File: config.mk
export PLATFORM = sky130hd
export DESIGN_NAME = nvm_access_ctrl
export DESIGN_NICKNAME = d
export VERILOG_FILES = /design/src/shared/nvm_pkg.sv /design/src/logic/nvm_wtimer.sv /design/src/logic/nvm_access_ctrl.sv
export SDC_FILE = /design/constraint.sdc
export NUM_CORES = 1
export LEC_CHECK = 0
export BUFFER_PORTS_ARGS = -buffer_cell sky130_fd_sc_hd__buf_4
export CAP_MARGIN = 10
export CORE_AREA = 2 2 74 76
export DETAILED_ROUTE_END_ITERATION = 8
export DIE_AREA = 0 0 76 78
export PLACE_DENSITY_LB_ADDON = 0.25
export SLEW_MARGIN = 0
export SYNTH_ARGS = -nofsm -noshare
export SYNTH_HDL_FRONTEND = slang
export SYNTH_SLANG_ARGS = --single-unit
File: constraint.sdc
create_clock -name clock_i -period 5.9 [get_ports clock_i]
set_input_delay 0 -clock clock_i [delete_from_list [all_inputs] [get_ports clock_i]]
set_output_delay 0 -clock clock_i [all_outputs]
set_load 0.05 [all_outputs]
File: src/shared/nvm_pkg.sv
// constants and carrier types for the nonvolatile data access controller
// assumes a single cpu clock domain; the array is self timed by its own
// oscillator, whose ticks arrive as a plain pin
//
// Overview of operation
// RULE_01: a running write finishes in power-down; clock is then kept running.
// RULE_02: software should check no write is running before power-down.
// RULE_03: a running write completes across reset while supply stays good.
// RULE_04: nine bit linear byte address 0..511; high bits 15..9 read zero.
// RULE_05: software loads a valid address before access; reset content undefined.
// RULE_06: data register is write source and receives the byte on a read.
// RULE_07: control bits 7..4 are reserved and read as zero.
// RULE_08: ready interrupt is held while enabled, globally enabled, strobe zero.
// RULE_09: write starts only when strobe set within four cycles of master enable.
// RULE_10: strobe set with master enable zero does nothing.
// RULE_11: master enable clears itself four cycles after software sets it.
// RULE_12: software sets address, data, master enable, then strobe, in order.
// RULE_13: read strobe fetches the addressed byte into data register at once.
// RULE_14: every read stalls the cpu four cycles.
// RULE_15: software polls write strobe until zero before any access.
// RULE_16: bit set and clear in io 0x00..0x1f touch only the named bit.
// RULE_17: each io register also answers at io address plus 0x20 in data space.
// RULE_18: software writes reserved bits as zero, never writes reserved addresses.
// RULE_19: write strobe clears by hardware after the write; cpu stalls two cycles.
// RULE_20: each write is timed by 27072 oscillator cycles.
// RULE_21: during a write no read happens and the address is frozen; a reset_i during a running write still clears the address to 0.
// RULE_22: master enable window counts cpu cycles and restarts on a new set.
package nvm_pkg;

    // io addresses
    localparam logic [7:0] NVM_CONTROL_ADDR   = 8'h1f;
    localparam logic [7:0] NVM_DATA_ADDR      = 8'h20;
    localparam logic [7:0] NVM_ADDR_LOW_ADDR  = 8'h21;
    localparam logic [7:0] NVM_ADDR_HIGH_ADDR = 8'h22;
    localparam logic [7:0] IO_DATA_SPACE_OFS  = 8'h20;
    localparam logic [7:0] IO_SPACE_LAST      = 8'h3f;
    localparam logic [7:0] IO_BIT_OP_LAST     = 8'h1f;

    // control field positions
    localparam int CTL_READ_STROBE  = 0;
    localparam int CTL_WRITE_STROBE = 1;
    localparam int CTL_MASTER_WE    = 2;
    localparam int CTL_READY_IE     = 3;

    // geometry and reset values
    localparam int         NVM_ADDR_W     = 9;
    localparam logic [7:0] NVM_DATA_RESET = 8'h00;
    localparam logic [8:0] NVM_ADDR_RESET = 9'h000;

    // timing counts in cpu or oscillator cycles
    localparam logic [2:0] MWE_WINDOW_CYC   = 3'h4;
    localparam logic [2:0] READ_STALL_CYC   = 3'h4;
    localparam logic [2:0] WRITE_STALL_CYC  = 3'h2;
    localparam int         WRITE_OSC_CYCLES = 27072;

    typedef struct packed {
        logic [7:0] addr;
        logic       data_space;
        logic       wr;
        logic       rd;
        logic       bit_set;
        logic       bit_clr;
        logic [2:0] bit_idx;
        logic [7:0] wdata;
    } nvm_io_req_s;

    typedef struct packed {
        logic [8:0] addr;
        logic [7:0] wdata;
        logic       we;
        logic       re;
    } nvm_array_req_s;

endpackage

File: src/logic/nvm_wtimer.sv
// self timed write period counter for the nonvolatile array
// assumes osc_tick_i is a one cycle pulse already synchronised to clock_i
`timescale 1ns/1ps
module nvm_wtimer #(
    parameter int OSC_CYCLES = nvm_pkg::WRITE_OSC_CYCLES
) (
    // clock and power-on reset only
    input  wire logic clock_i,
    input  wire logic por_i,
    // control
    input  wire logic start_i,
    input  wire logic osc_tick_i,
    // status
    output logic      busy_o,
    output logic      done_o
);
    localparam int CW = $clog2(OSC_CYCLES + 1);
    localparam logic [CW-1:0] LOAD = CW'(OSC_CYCLES);
    localparam logic [CW-1:0] ONE  = CW'(1);

    logic [CW-1:0] count_ff;
    logic          busy_ff;
    logic          done_ff;
    wire           last_tick = busy_ff && osc_tick_i && (count_ff == ONE);

    // only power-on clears this, so a system reset leaves a write running
    always_ff @(posedge clock_i) begin                 // [RULE_03]
        if (por_i) begin
            count_ff <= '0;
            busy_ff  <= 1'b0;
            done_ff  <= 1'b0;
        end else begin
            done_ff <= last_tick;
            if (start_i && !busy_ff) begin
                count_ff <= LOAD;                  // [RULE_20]
                busy_ff  <= 1'b1;
            end else if (busy_ff && osc_tick_i) begin
                count_ff <= count_ff - ONE;        // [RULE_20]
                if (last_tick)
                    busy_ff <= 1'b0;               // [RULE_19]
            end
        end
    end

    assign busy_o = busy_ff;
    assign done_o = done_ff;
endmodule

File: src/logic/nvm_access_ctrl.sv
// cpu side access logic for the 512 byte nonvolatile data array
// assumes the array read port is combinational from nvm_req_o.addr and
// that osc_tick_i comes from the array oscillator, unrelated to clock_i
`timescale 1ns/1ps
module nvm_access_ctrl #(
    parameter int OSC_CYCLES = nvm_pkg::WRITE_OSC_CYCLES
) (
    // clock and resets
    input  wire logic                  clock_i,
    input  wire logic                  reset_i,
    input  wire logic                  por_i,
    // cpu io port
    input  wire nvm_pkg::nvm_io_req_s  io_req_i,
    output logic [7:0]                 io_rdata_o,
    output logic                       stall_o,
    // core status and sleep
    input  wire logic                  global_ie_i,
    input  wire logic                  sleep_pd_i,
    output logic                       ready_irq_o,
    output logic                       osc_hold_o,
    // array side
    output nvm_pkg::nvm_array_req_s    nvm_req_o,
    input  wire logic [7:0]            nvm_rdata_i,
    input  wire logic                  osc_tick_i
);
    logic [8:0] addr_ff;
    logic [7:0] data_ff;
    logic [7:0] rdata_ff;
    logic       rie_ff;
    logic       mwe_ff;
    logic [2:0] mwe_cnt_ff;
    logic [2:0] stall_cnt_ff;
    logic       hold_ff;
    logic       tick_s1_ff;
    logic       tick_s2_ff;
    logic       tick_s3_ff;
    logic       busy;
    logic       wr_done;

    // address decode, io and data space views of the same registers
    wire [7:0] io_addr   = io_req_i.data_space ?
                           io_req_i.addr - nvm_pkg::IO_DATA_SPACE_OFS :
                           io_req_i.addr;
    wire       in_space  = io_req_i.data_space ?
        (io_req_i.addr >= nvm_pkg::IO_DATA_SPACE_OFS &&
         io_addr <= nvm_pkg::IO_SPACE_LAST) :
        (io_req_i.addr <= nvm_pkg::IO_SPACE_LAST);          // [RULE_17]
    wire       bit_op    = (io_req_i.bit_set || io_req_i.bit_clr) &&
                           !io_req_i.data_space &&
                           io_req_i.addr <= nvm_pkg::IO_BIT_OP_LAST;
    wire       sel_ctl   = in_space && io_addr == nvm_pkg::NVM_CONTROL_ADDR;
    wire       sel_data  = in_space && io_addr == nvm_pkg::NVM_DATA_ADDR;
    wire       sel_low   = in_space && io_addr == nvm_pkg::NVM_ADDR_LOW_ADDR;
    wire       sel_high  = in_space && io_addr == nvm_pkg::NVM_ADDR_HIGH_ADDR;
    wire       wr_any    = io_req_i.wr && !bit_op;

    // control value and the bits a write really touches
    wire [3:0] ctl_rd    = {rie_ff, mwe_ff, busy, 1'b0};
    wire [3:0] bit_mask  = io_req_i.bit_idx[2] ? 4'h0 :
                           4'(4'h1 << io_req_i.bit_idx[1:0]);
    wire [3:0] touched   = bit_op ? bit_mask : 4'hf;          // [RULE_16]
    wire [3:0] ctl_wval  = !bit_op ? io_req_i.wdata[3:0] :
                           io_req_i.bit_set ? (ctl_rd | bit_mask) :
                           (ctl_rd & ~bit_mask);
    wire       ctl_wr    = sel_ctl && (wr_any || bit_op);

    wire mwe_set  = ctl_wr && touched[nvm_pkg::CTL_MASTER_WE] &&
                    ctl_wval[nvm_pkg::CTL_MASTER_WE];
    wire mwe_clr  = ctl_wr && touched[nvm_pkg::CTL_MASTER_WE] &&
                    !ctl_wval[nvm_pkg::CTL_MASTER_WE];
    wire ws_try   = ctl_wr && touched[nvm_pkg::CTL_WRITE_STROBE] &&
                    ctl_wval[nvm_pkg::CTL_WRITE_STROBE];
    wire wr_go    = ws_try && mwe_ff && !busy;               // [RULE_09] [RULE_10]
    wire rd_go    = ctl_wr && touched[nvm_pkg::CTL_READ_STROBE] &&
                    ctl_wval[nvm_pkg::CTL_READ_STROBE] && !busy; // [RULE_21]
    wire addr_wr  = wr_any && !busy;                         // [RULE_21]
    wire tick     = tick_s2_ff && !tick_s3_ff;

    // oscillator tick crosses in through two flops before edge detection
    always_ff @(posedge clock_i) begin
        tick_s1_ff <= osc_tick_i;
        tick_s2_ff <= tick_s1_ff;
        tick_s3_ff <= tick_s2_ff;
    end

    nvm_wtimer #(
        .OSC_CYCLES (OSC_CYCLES)
    ) u_wtimer (
        .clock_i    (clock_i),
        .por_i      (por_i),
        .start_i    (wr_go),
        .osc_tick_i (tick),
        .busy_o     (busy),
        .done_o     (wr_done)
    );

    // address and data registers
    always_ff @(posedge clock_i) begin
        if (reset_i) begin
            addr_ff <= nvm_pkg::NVM_ADDR_RESET;
            data_ff <= nvm_pkg::NVM_DATA_RESET;
        end else begin
            if (addr_wr && sel_low)
                addr_ff[7:0] <= io_req_i.wdata;              // [RULE_04]
            if (addr_wr && sel_high)
                addr_ff[8] <= io_req_i.wdata[0];             // [RULE_04]
            if (rd_go)
                data_ff <= nvm_rdata_i;                      // [RULE_06] [RULE_13]
            else if (wr_any && sel_data)
                data_ff <= io_req_i.wdata;
        end
    end

    // master enable window, counted in cpu cycles
    always_ff @(posedge clock_i) begin
        if (reset_i) begin
            mwe_ff     <= 1'b0;
            mwe_cnt_ff <= 3'h0;
            rie_ff     <= 1'b0;
        end else begin
            if (ctl_wr && touched[nvm_pkg::CTL_READY_IE])
                rie_ff <= ctl_wval[nvm_pkg::CTL_READY_IE];
            if (mwe_set) begin
                mwe_ff     <= 1'b1;                          // [RULE_22]
                mwe_cnt_ff <= nvm_pkg::MWE_WINDOW_CYC - 3'h1;
            end else if (mwe_clr || (mwe_ff && mwe_cnt_ff == 3'h0)) begin
                mwe_ff <= 1'b0;                              // [RULE_11]
            end else if (mwe_ff) begin
                mwe_cnt_ff <= mwe_cnt_ff - 3'h1;
            end
        end
    end

    // cpu stall and registered read data
    always_ff @(posedge clock_i) begin
        if (reset_i) begin
            stall_cnt_ff <= 3'h0;
            rdata_ff     <= 8'h00;
        end else begin
            if (rd_go)
                stall_cnt_ff <= nvm_pkg::READ_STALL_CYC;     // [RULE_14]
            else if (wr_go)
                stall_cnt_ff <= nvm_pkg::WRITE_STALL_CYC;    // [RULE_19]
            else if (stall_cnt_ff != 3'h0)
                stall_cnt_ff <= stall_cnt_ff - 3'h1;
            if (io_req_i.rd) begin
                rdata_ff <= sel_ctl  ? {4'h0, ctl_rd} :      // [RULE_07]
                            sel_data ? data_ff :
                            sel_low  ? addr_ff[7:0] :
                            sel_high ? {7'h00, addr_ff[8]} :  // [RULE_04]
                            8'h00;
            end
        end
    end

    // a write begun before power-down keeps the clock alive until wake
    always_ff @(posedge clock_i) begin
        if (por_i)
            hold_ff <= 1'b0;
        else
            hold_ff <= sleep_pd_i && (busy || hold_ff);      // [RULE_01]
    end

    assign io_rdata_o      = rdata_ff;
    assign stall_o         = stall_cnt_ff != 3'h0;
    assign ready_irq_o     = rie_ff && global_ie_i && !busy; // [RULE_08]
    assign osc_hold_o      = busy || hold_ff;                // [RULE_01]
    assign nvm_req_o.addr  = addr_ff;
    assign nvm_req_o.wdata = data_ff;                        // [RULE_06]
    assign nvm_req_o.we    = wr_go;
    assign nvm_req_o.re    = rd_go;
endmodule

==> results of run 1 <==
==> kinds of logic after synthesis <==
family          share of synthesized area [%]
simple gates                            24.73
compound gates                          20.91
flops                                   37.24
buf+inv                                 6.236
xor+xnor                                4.611
mux                                     4.084
fa+ha+maj                               2.196
==> metal layers <==
layer  global-route usage, %  share of wire, %
met4                   8.545               1.7
met2                   41.70                48
met3                   4.535               5.6
met5                       0                 0
met1                   31.79                45
==> metrics by stage <==
stage	util, %	instance area (sq um)	cells
after floorplan	-	2849	330
after global placement	65.68	3312	444
after detailed placement	65.68	3312	444
after CTS	70.37	3548	467
after global routing	70.37	3548	467
final	70.37	3548	467
==> flip-flops by register name, summed over array words and instances, names as in the netlist, named ones only <==
signal,cells
tick_s2_ff,1
tick_s1_ff,1
u_wtimer.busy_o,1
mwe_cnt_ff,3
u_wtimer.count_ff,15
stall_cnt_ff,3
tick_s3_ff,1
hold_ff,1
data_ff,8
io_rdata_o,8
addr_ff,9
mwe_ff,1
==> timing repair <==
action	CTS	global route
hold buffers	15	0
endpoints found under the setup margin	0	0
endpoints found under the hold margin	26	0
==> report_power, final <==
group | switching [uW] | internal [uW]
clock | 125 | 84.9
sequential | 1.43 | 360
combinational | 46.0 | 36.4
total | 173 | 481
==> layout make-up <==
type | count | area share [%]
Multi-Input combinational cell | 243 | 45.38
Sequential cell | 53 | 29.90
Timing Repair Buffer | 83 | 18.62
Tap cell | 70 | 2.468
Clock buffer | 6 | 2.045
Inverter | 10 | 1.199
Clock inverter | 2 | 0.3879
==> worst paths after layout <==
kind / depth (start not counted) / endpoint / slack (ns) / from
hold reg to reg: 0 / tick_s2_ff / 0.34 / tick_s1_ff
hold / removal: 3 / data_ff[1] / 0.005 / nvm_rdata_i[1]
setup reg to reg: 5 / u_wtimer.count_ff[8] / 3.61 / u_wtimer.busy_o
setup / recovery: 5 / u_wtimer.count_ff[8] / 3.61 / u_wtimer.busy_o
==> critical path, delay by kind of cell, from the launching register on <==
| family | cells | cell delay, ns |
|---|---|---|
| flops | 1 | 0.55 |
| xor+xnor | 1 | 0.15 |
| simple gates | 3 | 1.41 |
| compound gates | 1 | 0.13 |
==> cell usage in the layout, fill, tap and decap left out, drive strengths merged, types with 2 or more instances in the layout <==
cell and n:
buf 68, dfxtp 53, nor2 31, a21oi 20, nand2 17, o31ai 17
nor3 16, dlygate4sd3 15, nand4 12, nor3b 11, a31oi 11, a211oi 11
inv 11, o21ai 11, nand3 10, xor2 8, xnor2 7, or3 7
mux2i 6, clkbuf 6, mux2 5, ha 5, or2 4, and3b 3
nand2b 3, a311oi 3, nor4 3, or4 2, nand4b 2, a31o 2
==> run_results.csv, run 1 <==
group,metric,value,unit
run_status,status,"finished clean",
clock_network,clkLatencyLatePin,0.31,ns
synth,synthesis.nets,373,
final_layout,multi_input_area,1610,sq um
floorplan,die_h,78,microns
synth,ys.flop_type,"dfxtp_1",
synth,syn_area,2849,sq um
global_route,first_global_vias,2625,
synth,yosys.area.top_type,"dfxtp_1",
sta,fin_crit,2.290,ns
global_route,grt.overflow.total,0,
placement,gp_congestion,0.8357,
flow_run,maxCapViolCount,0,
detailed_routing,firstDrtPassIters,4,
detailed_routing,vias,2755,
min_path,min_path_type,"in -> reg",
synth,synthArstFlopShare,0,%
final_layout,fillers,412,
detailed_routing,wl_per_cell,15.54,microns
critical_path,cp_slowest_stage_delay,0.69,ns
clock_network,cts.sinks,53,
final_layout,layout.area.seq,1061,sq um
critical_path,cp.required,6.15,ns
clock_network,cts.path.max_buffers,2,
sta,setup_violations,0,
global_route,grt_usage,24.66,%
detailed_routing,vias_per_cell,5.899,
placement,place_ws,3.542,ns
clock_network,cts_tree,"done",
power,report.power.total,653.7,uW
power,max-vdd-ir-drop,0.1257,mV
sta,max-slew-margin-rel,27.65,%
critical_path,critPathSlowestCell,"nor4bb_1",
sta,setup_slack,3.610,ns
final_layout,drive_above_1_share,25.19,%
sta,fin_skew,0.003681,ns
global_route,grt_pass1_wl,12040,microns
critical_path,crit_chain,"nor4bb_1 -> nand3_1 -> or3_1 -> xor2_1 -> a21oi_1",
synth,yosysUniqueCellTypes,57,
synth,syn_inst,330,
final_layout,area_growth,24.55,%
final_layout,fin_nets,439,
sta,period_share,38.82,%
synth,synth-seq-cells,53,
floorplan,die_area,5928,sq um
synth,yosysWarnings,0,
detailed_routing,antenna_left,0,
clock_network,htreeDepth,2,
floorplan,start_util,56.50,%
power,power_density,184.2,nW/um^2
synth,synth_commonest_cells,"dfxtp_1 (53), nor2_1 (31), a21oi_1 (20)",
placement,hpwlAfterDp,4975,microns
clock_network,cts_repair_resize_count,0,
clock_network,post-cts-setup-buffer-count,0,
synth,post-synth-top-count-cell,"dfxtp_1",
sta,max_freq,436.7,MHz
placement,port_buffers,67,
critical_path,critPathMaxFanout,11,
clock_network,clk_pin_slew_worst_paths,0.10,ns
sta,tightestPinTransition,1.079,ns
final_layout,n_antenna_cell,0,
floorplan,chipWidth,76,microns
synth,synthTopCellsByArea,"dfxtp_1 (37%), o31ai_1 (4.5%), nor2_1 (4.1%)",
synth,yosysTopAreaCellShare,37.24,%
floorplan,rows,26,
sta,rsz0062_at_grt,"no",
floorplan,core_area,5042,sq um
synth,yosysSeqAreaShare,37.24,%
sta,setup_tns,0,ns
critical_path,critical_path_arrival,2.54,ns
synth,synth-edff-count,0,
synth,synth.avg_cell_area,8.633,sq um
critical_path,cp-start-kind,"flip-flop",
global_route,grt_max_degree,33,
floorplan,num_io_pins,68,
power,p_leak,0.001338,uW
detailed_routing,drc,0,
detailed_routing,postRouteWirelength,7256,microns
global_route,antenna_found_initial,0,
critical_path,endpoint_kind,"flip-flop",
sta,hold_slack,0.004859,ns
clock_network,cts_inserted_buffers,5,
detailed_routing,drtIter0Drc,169,
clock_network,cts_root_buf,"clkbuf_8",
sta,drv_slew,0,
critical_path,criticalPathCategory,"reg -> reg",
sta,hold_viol_final,0,
No activity file was read; power rests on OpenSTA's default activity.
==> inputs of run 2 (changes only) <==
- CORE_AREA: 2 2 74 76 -> 2 2 76 78
- DIE_AREA: 0 0 76 78 -> 0 0 78 80
- clock period: 5.9 -> 2.2 ns (I/O delays scaled with it)
==> run 2 against run 1 <==
- cell count increased by 2.8%
- wire length grew 3.2%
- global-route usage fell by 0.50 points
- cell area grew 3.2%
- core utilization down 2.6 points
- hold slack improved by 0.0012 ns
- critical path depth up 1
- flip-flop and latch count unchanged
- first-iteration DRC count is 34% higher
==> run_results.csv, run 2 (same netlist as run 1, synthesis figures left out) <==
group,metric,value,unit
flow_run,maxCapViolCount,0,
critical_path,endpoint_kind,"flip-flop",
detailed_routing,drc,0,
global_route,antenna_found_initial,0,
clock_network,cts_tree,"done",
critical_path,r2r-end,"u_wtimer.count_ff[8]",
floorplan,chipWidth,78,microns
critical_path,critical_path.endpoint,"u_wtimer.count_ff[8]",
final_layout,fillers,478,
final_layout,fin_cells,480,
detailed_routing,drtIter0Drc,226,
power,max-vdd-ir-drop,0.2957,mV
final_layout,largest_reg_flops,15,
critical_path,cp_slowest_stage_delay,0.51,ns
floorplan,die_h,80,microns
final_layout,n_antenna_cell,0,
global_route,first_global_vias,2624,
final_layout,reg_top3,"u_wtimer.count_ff: 15 flops, addr_ff: 9 flops",
global_route,grt_usage,24.17,%
critical_path,r2r_setup_slack,0.33,ns
sta,setup_tns,0,ns
clock_network,cts.path.max_buffers,2,
critical_path,critPathTopFamily,"simple AND/OR/NAND/NOR gates",
placement,port_buffers,67,
detailed_routing,vias,2774,
critical_path,cp-start-kind,"flip-flop",
placement,hpwlAfterDp,5331,microns
sta,setup_violations,0,
detailed_routing,antenna_left,0,
critical_path,cp.depth,6,
clock_network,clk_pin_slew_worst_paths,0.10,ns
floorplan,rows,27,
floorplan,core_area,5405,sq um
detailed_routing,wl_per_cell,15.60,microns
floorplan,start_util,52.71,%
sta,fin_skew,0.005505,ns
sta,drv_slew,0,
sta,period_share,85.02,%
sta,max-slew-margin-rel,65.80,%
detailed_routing,firstDrtPassIters,5,
detailed_routing,vias_per_cell,5.779,
critical_path,cp.required,2.44,ns
critical_path,ff2ff_path_depth,6,
placement,gp_congestion,0.8767,
placement,place_inst,456,
clock_network,cts_root_buf,"clkbuf_8",
final_layout,final_common_cell,"buf_4",
critical_path,crit_chain,"nor4bb_1 -> buf_4 -> nand3_1 -> or3_1 -> xor2_1 -> a21oi_1",
final_layout,top_register,"u_wtimer.count_ff",
final_layout,drive_above_1_share,27.21,%
final_layout,final_cell_area,3662,sq um
placement,dpl_cell_area,3390,sq um
critical_path,critPathSlowestCell,"dfxtp_1",
sta,max_freq,534.6,MHz
sta,rsz0062_at_grt,"no",
global_route,grt_pass1_wl,12050,microns
power,power_density,508.9,nW/um^2
detailed_routing,postRouteWirelength,7486,microns
sta,hold_slack,0.006102,ns
floorplan,die_area,6240,sq um
critical_path,critical_path_arrival,2.11,ns
critical_path,regToRegStartpoint,"u_wtimer.busy_o",
sta,tightestPinTransition,0.5083,ns
clock_network,htreeDepth,2,
power,report.power.total,1864,uW
power,p_leak,0.001407,uW
final_layout,fin_nets,450,
clock_network,post-cts-setup-buffer-count,0,
clock_network,cts.sinks,53,
global_route,grt.overflow.total,0,
min_path,hold_start,"nvm_rdata_i[2]",
final_layout,final_cell_mix,"buf_4 (78), dfxtp_1 (53), nor2_1 (31)",
critical_path,path_buf_inv,1,
final_layout,layout.area.seq,1061,sq um
clock_network,cts_inserted_buffers,5,
critical_path,startpoint,"u_wtimer.busy_o",
critical_path,criticalPathCategory,"reg -> reg",
clock_network,clkLatencyLatePin,0.31,ns
sta,fin_crit,1.870,ns
final_layout,area_growth,28.55,%
sta,hold_viol_final,0,
critical_path,critPathMaxFanout,9,
final_layout,multi_input_area,1610,sq um
run_status,status,"finished clean",
min_path,min_path_type,"in -> reg",
floorplan,num_io_pins,68,
global_route,grt_max_degree,33,
[run 2: area by class of cell]
type                    count  area share, %
inverters                  10          1.162
repair buffers             94          20.36
well taps                  72          2.460
multi-input cells         243          43.97
clock buffers               5          1.879
clock inverters             3          1.196
flip-flops and latches     53          28.97
[run 2: worst min-delay path by stage]
| stage | end | cells after the start |
|---|---|---|
| 6_report | data_ff[2] | 3 |
| 5_1_grt | data_ff[2] | 3 |
| 4_1_cts | data_ff[2] | 3 |
| 3_5_place_dp | tick_s1_ff | 1 |
| 3_3_place_gp | tick_s1_ff | 1 |
| 2_1_floorplan | tick_s1_ff | 0 |
[run 2: per-layer routing]
layer / track usage, % / share of wire, %
met1: 31.03 / 44
met2: 41.55 / 48
met3: 3.394 / 5.7
met4: 8.596 / 2.1
met5: 0 / 0
[run 2: where the power goes]
group	switching [uW]	internal, uW	leakage, uW
sequential	2.77	965	0.000428
combinational	126	104	0.000920
clock	325	341	0.0000585
total	454	1410	0.00141
[run 2: what timing repair did]
item                                   in CTS  in global routing
hold buffers                               16                  0
endpoints found under the hold margin      25                  0
resized for setup                           0                  0
[run 2: worst reg2reg max path, stage by stage (launching register included)]
cell and delay [ns]:
dfxtp_1 0.51, nor4bb_1 0.25, buf_4 0.18, nand3_1 0.19, or3_1 0.38, xor2_1 0.15, a21oi_1 0.14
[run 2: stage by stage]
stage	utilization, %	worst slack [ns]
final	67.75	0.3296
after global routing	67.75	0.1599
after CTS	67.75	0.2909
after detailed placement	62.71	0.2585
after global placement	62.71	0.3186
after floorplan	-	0.3474
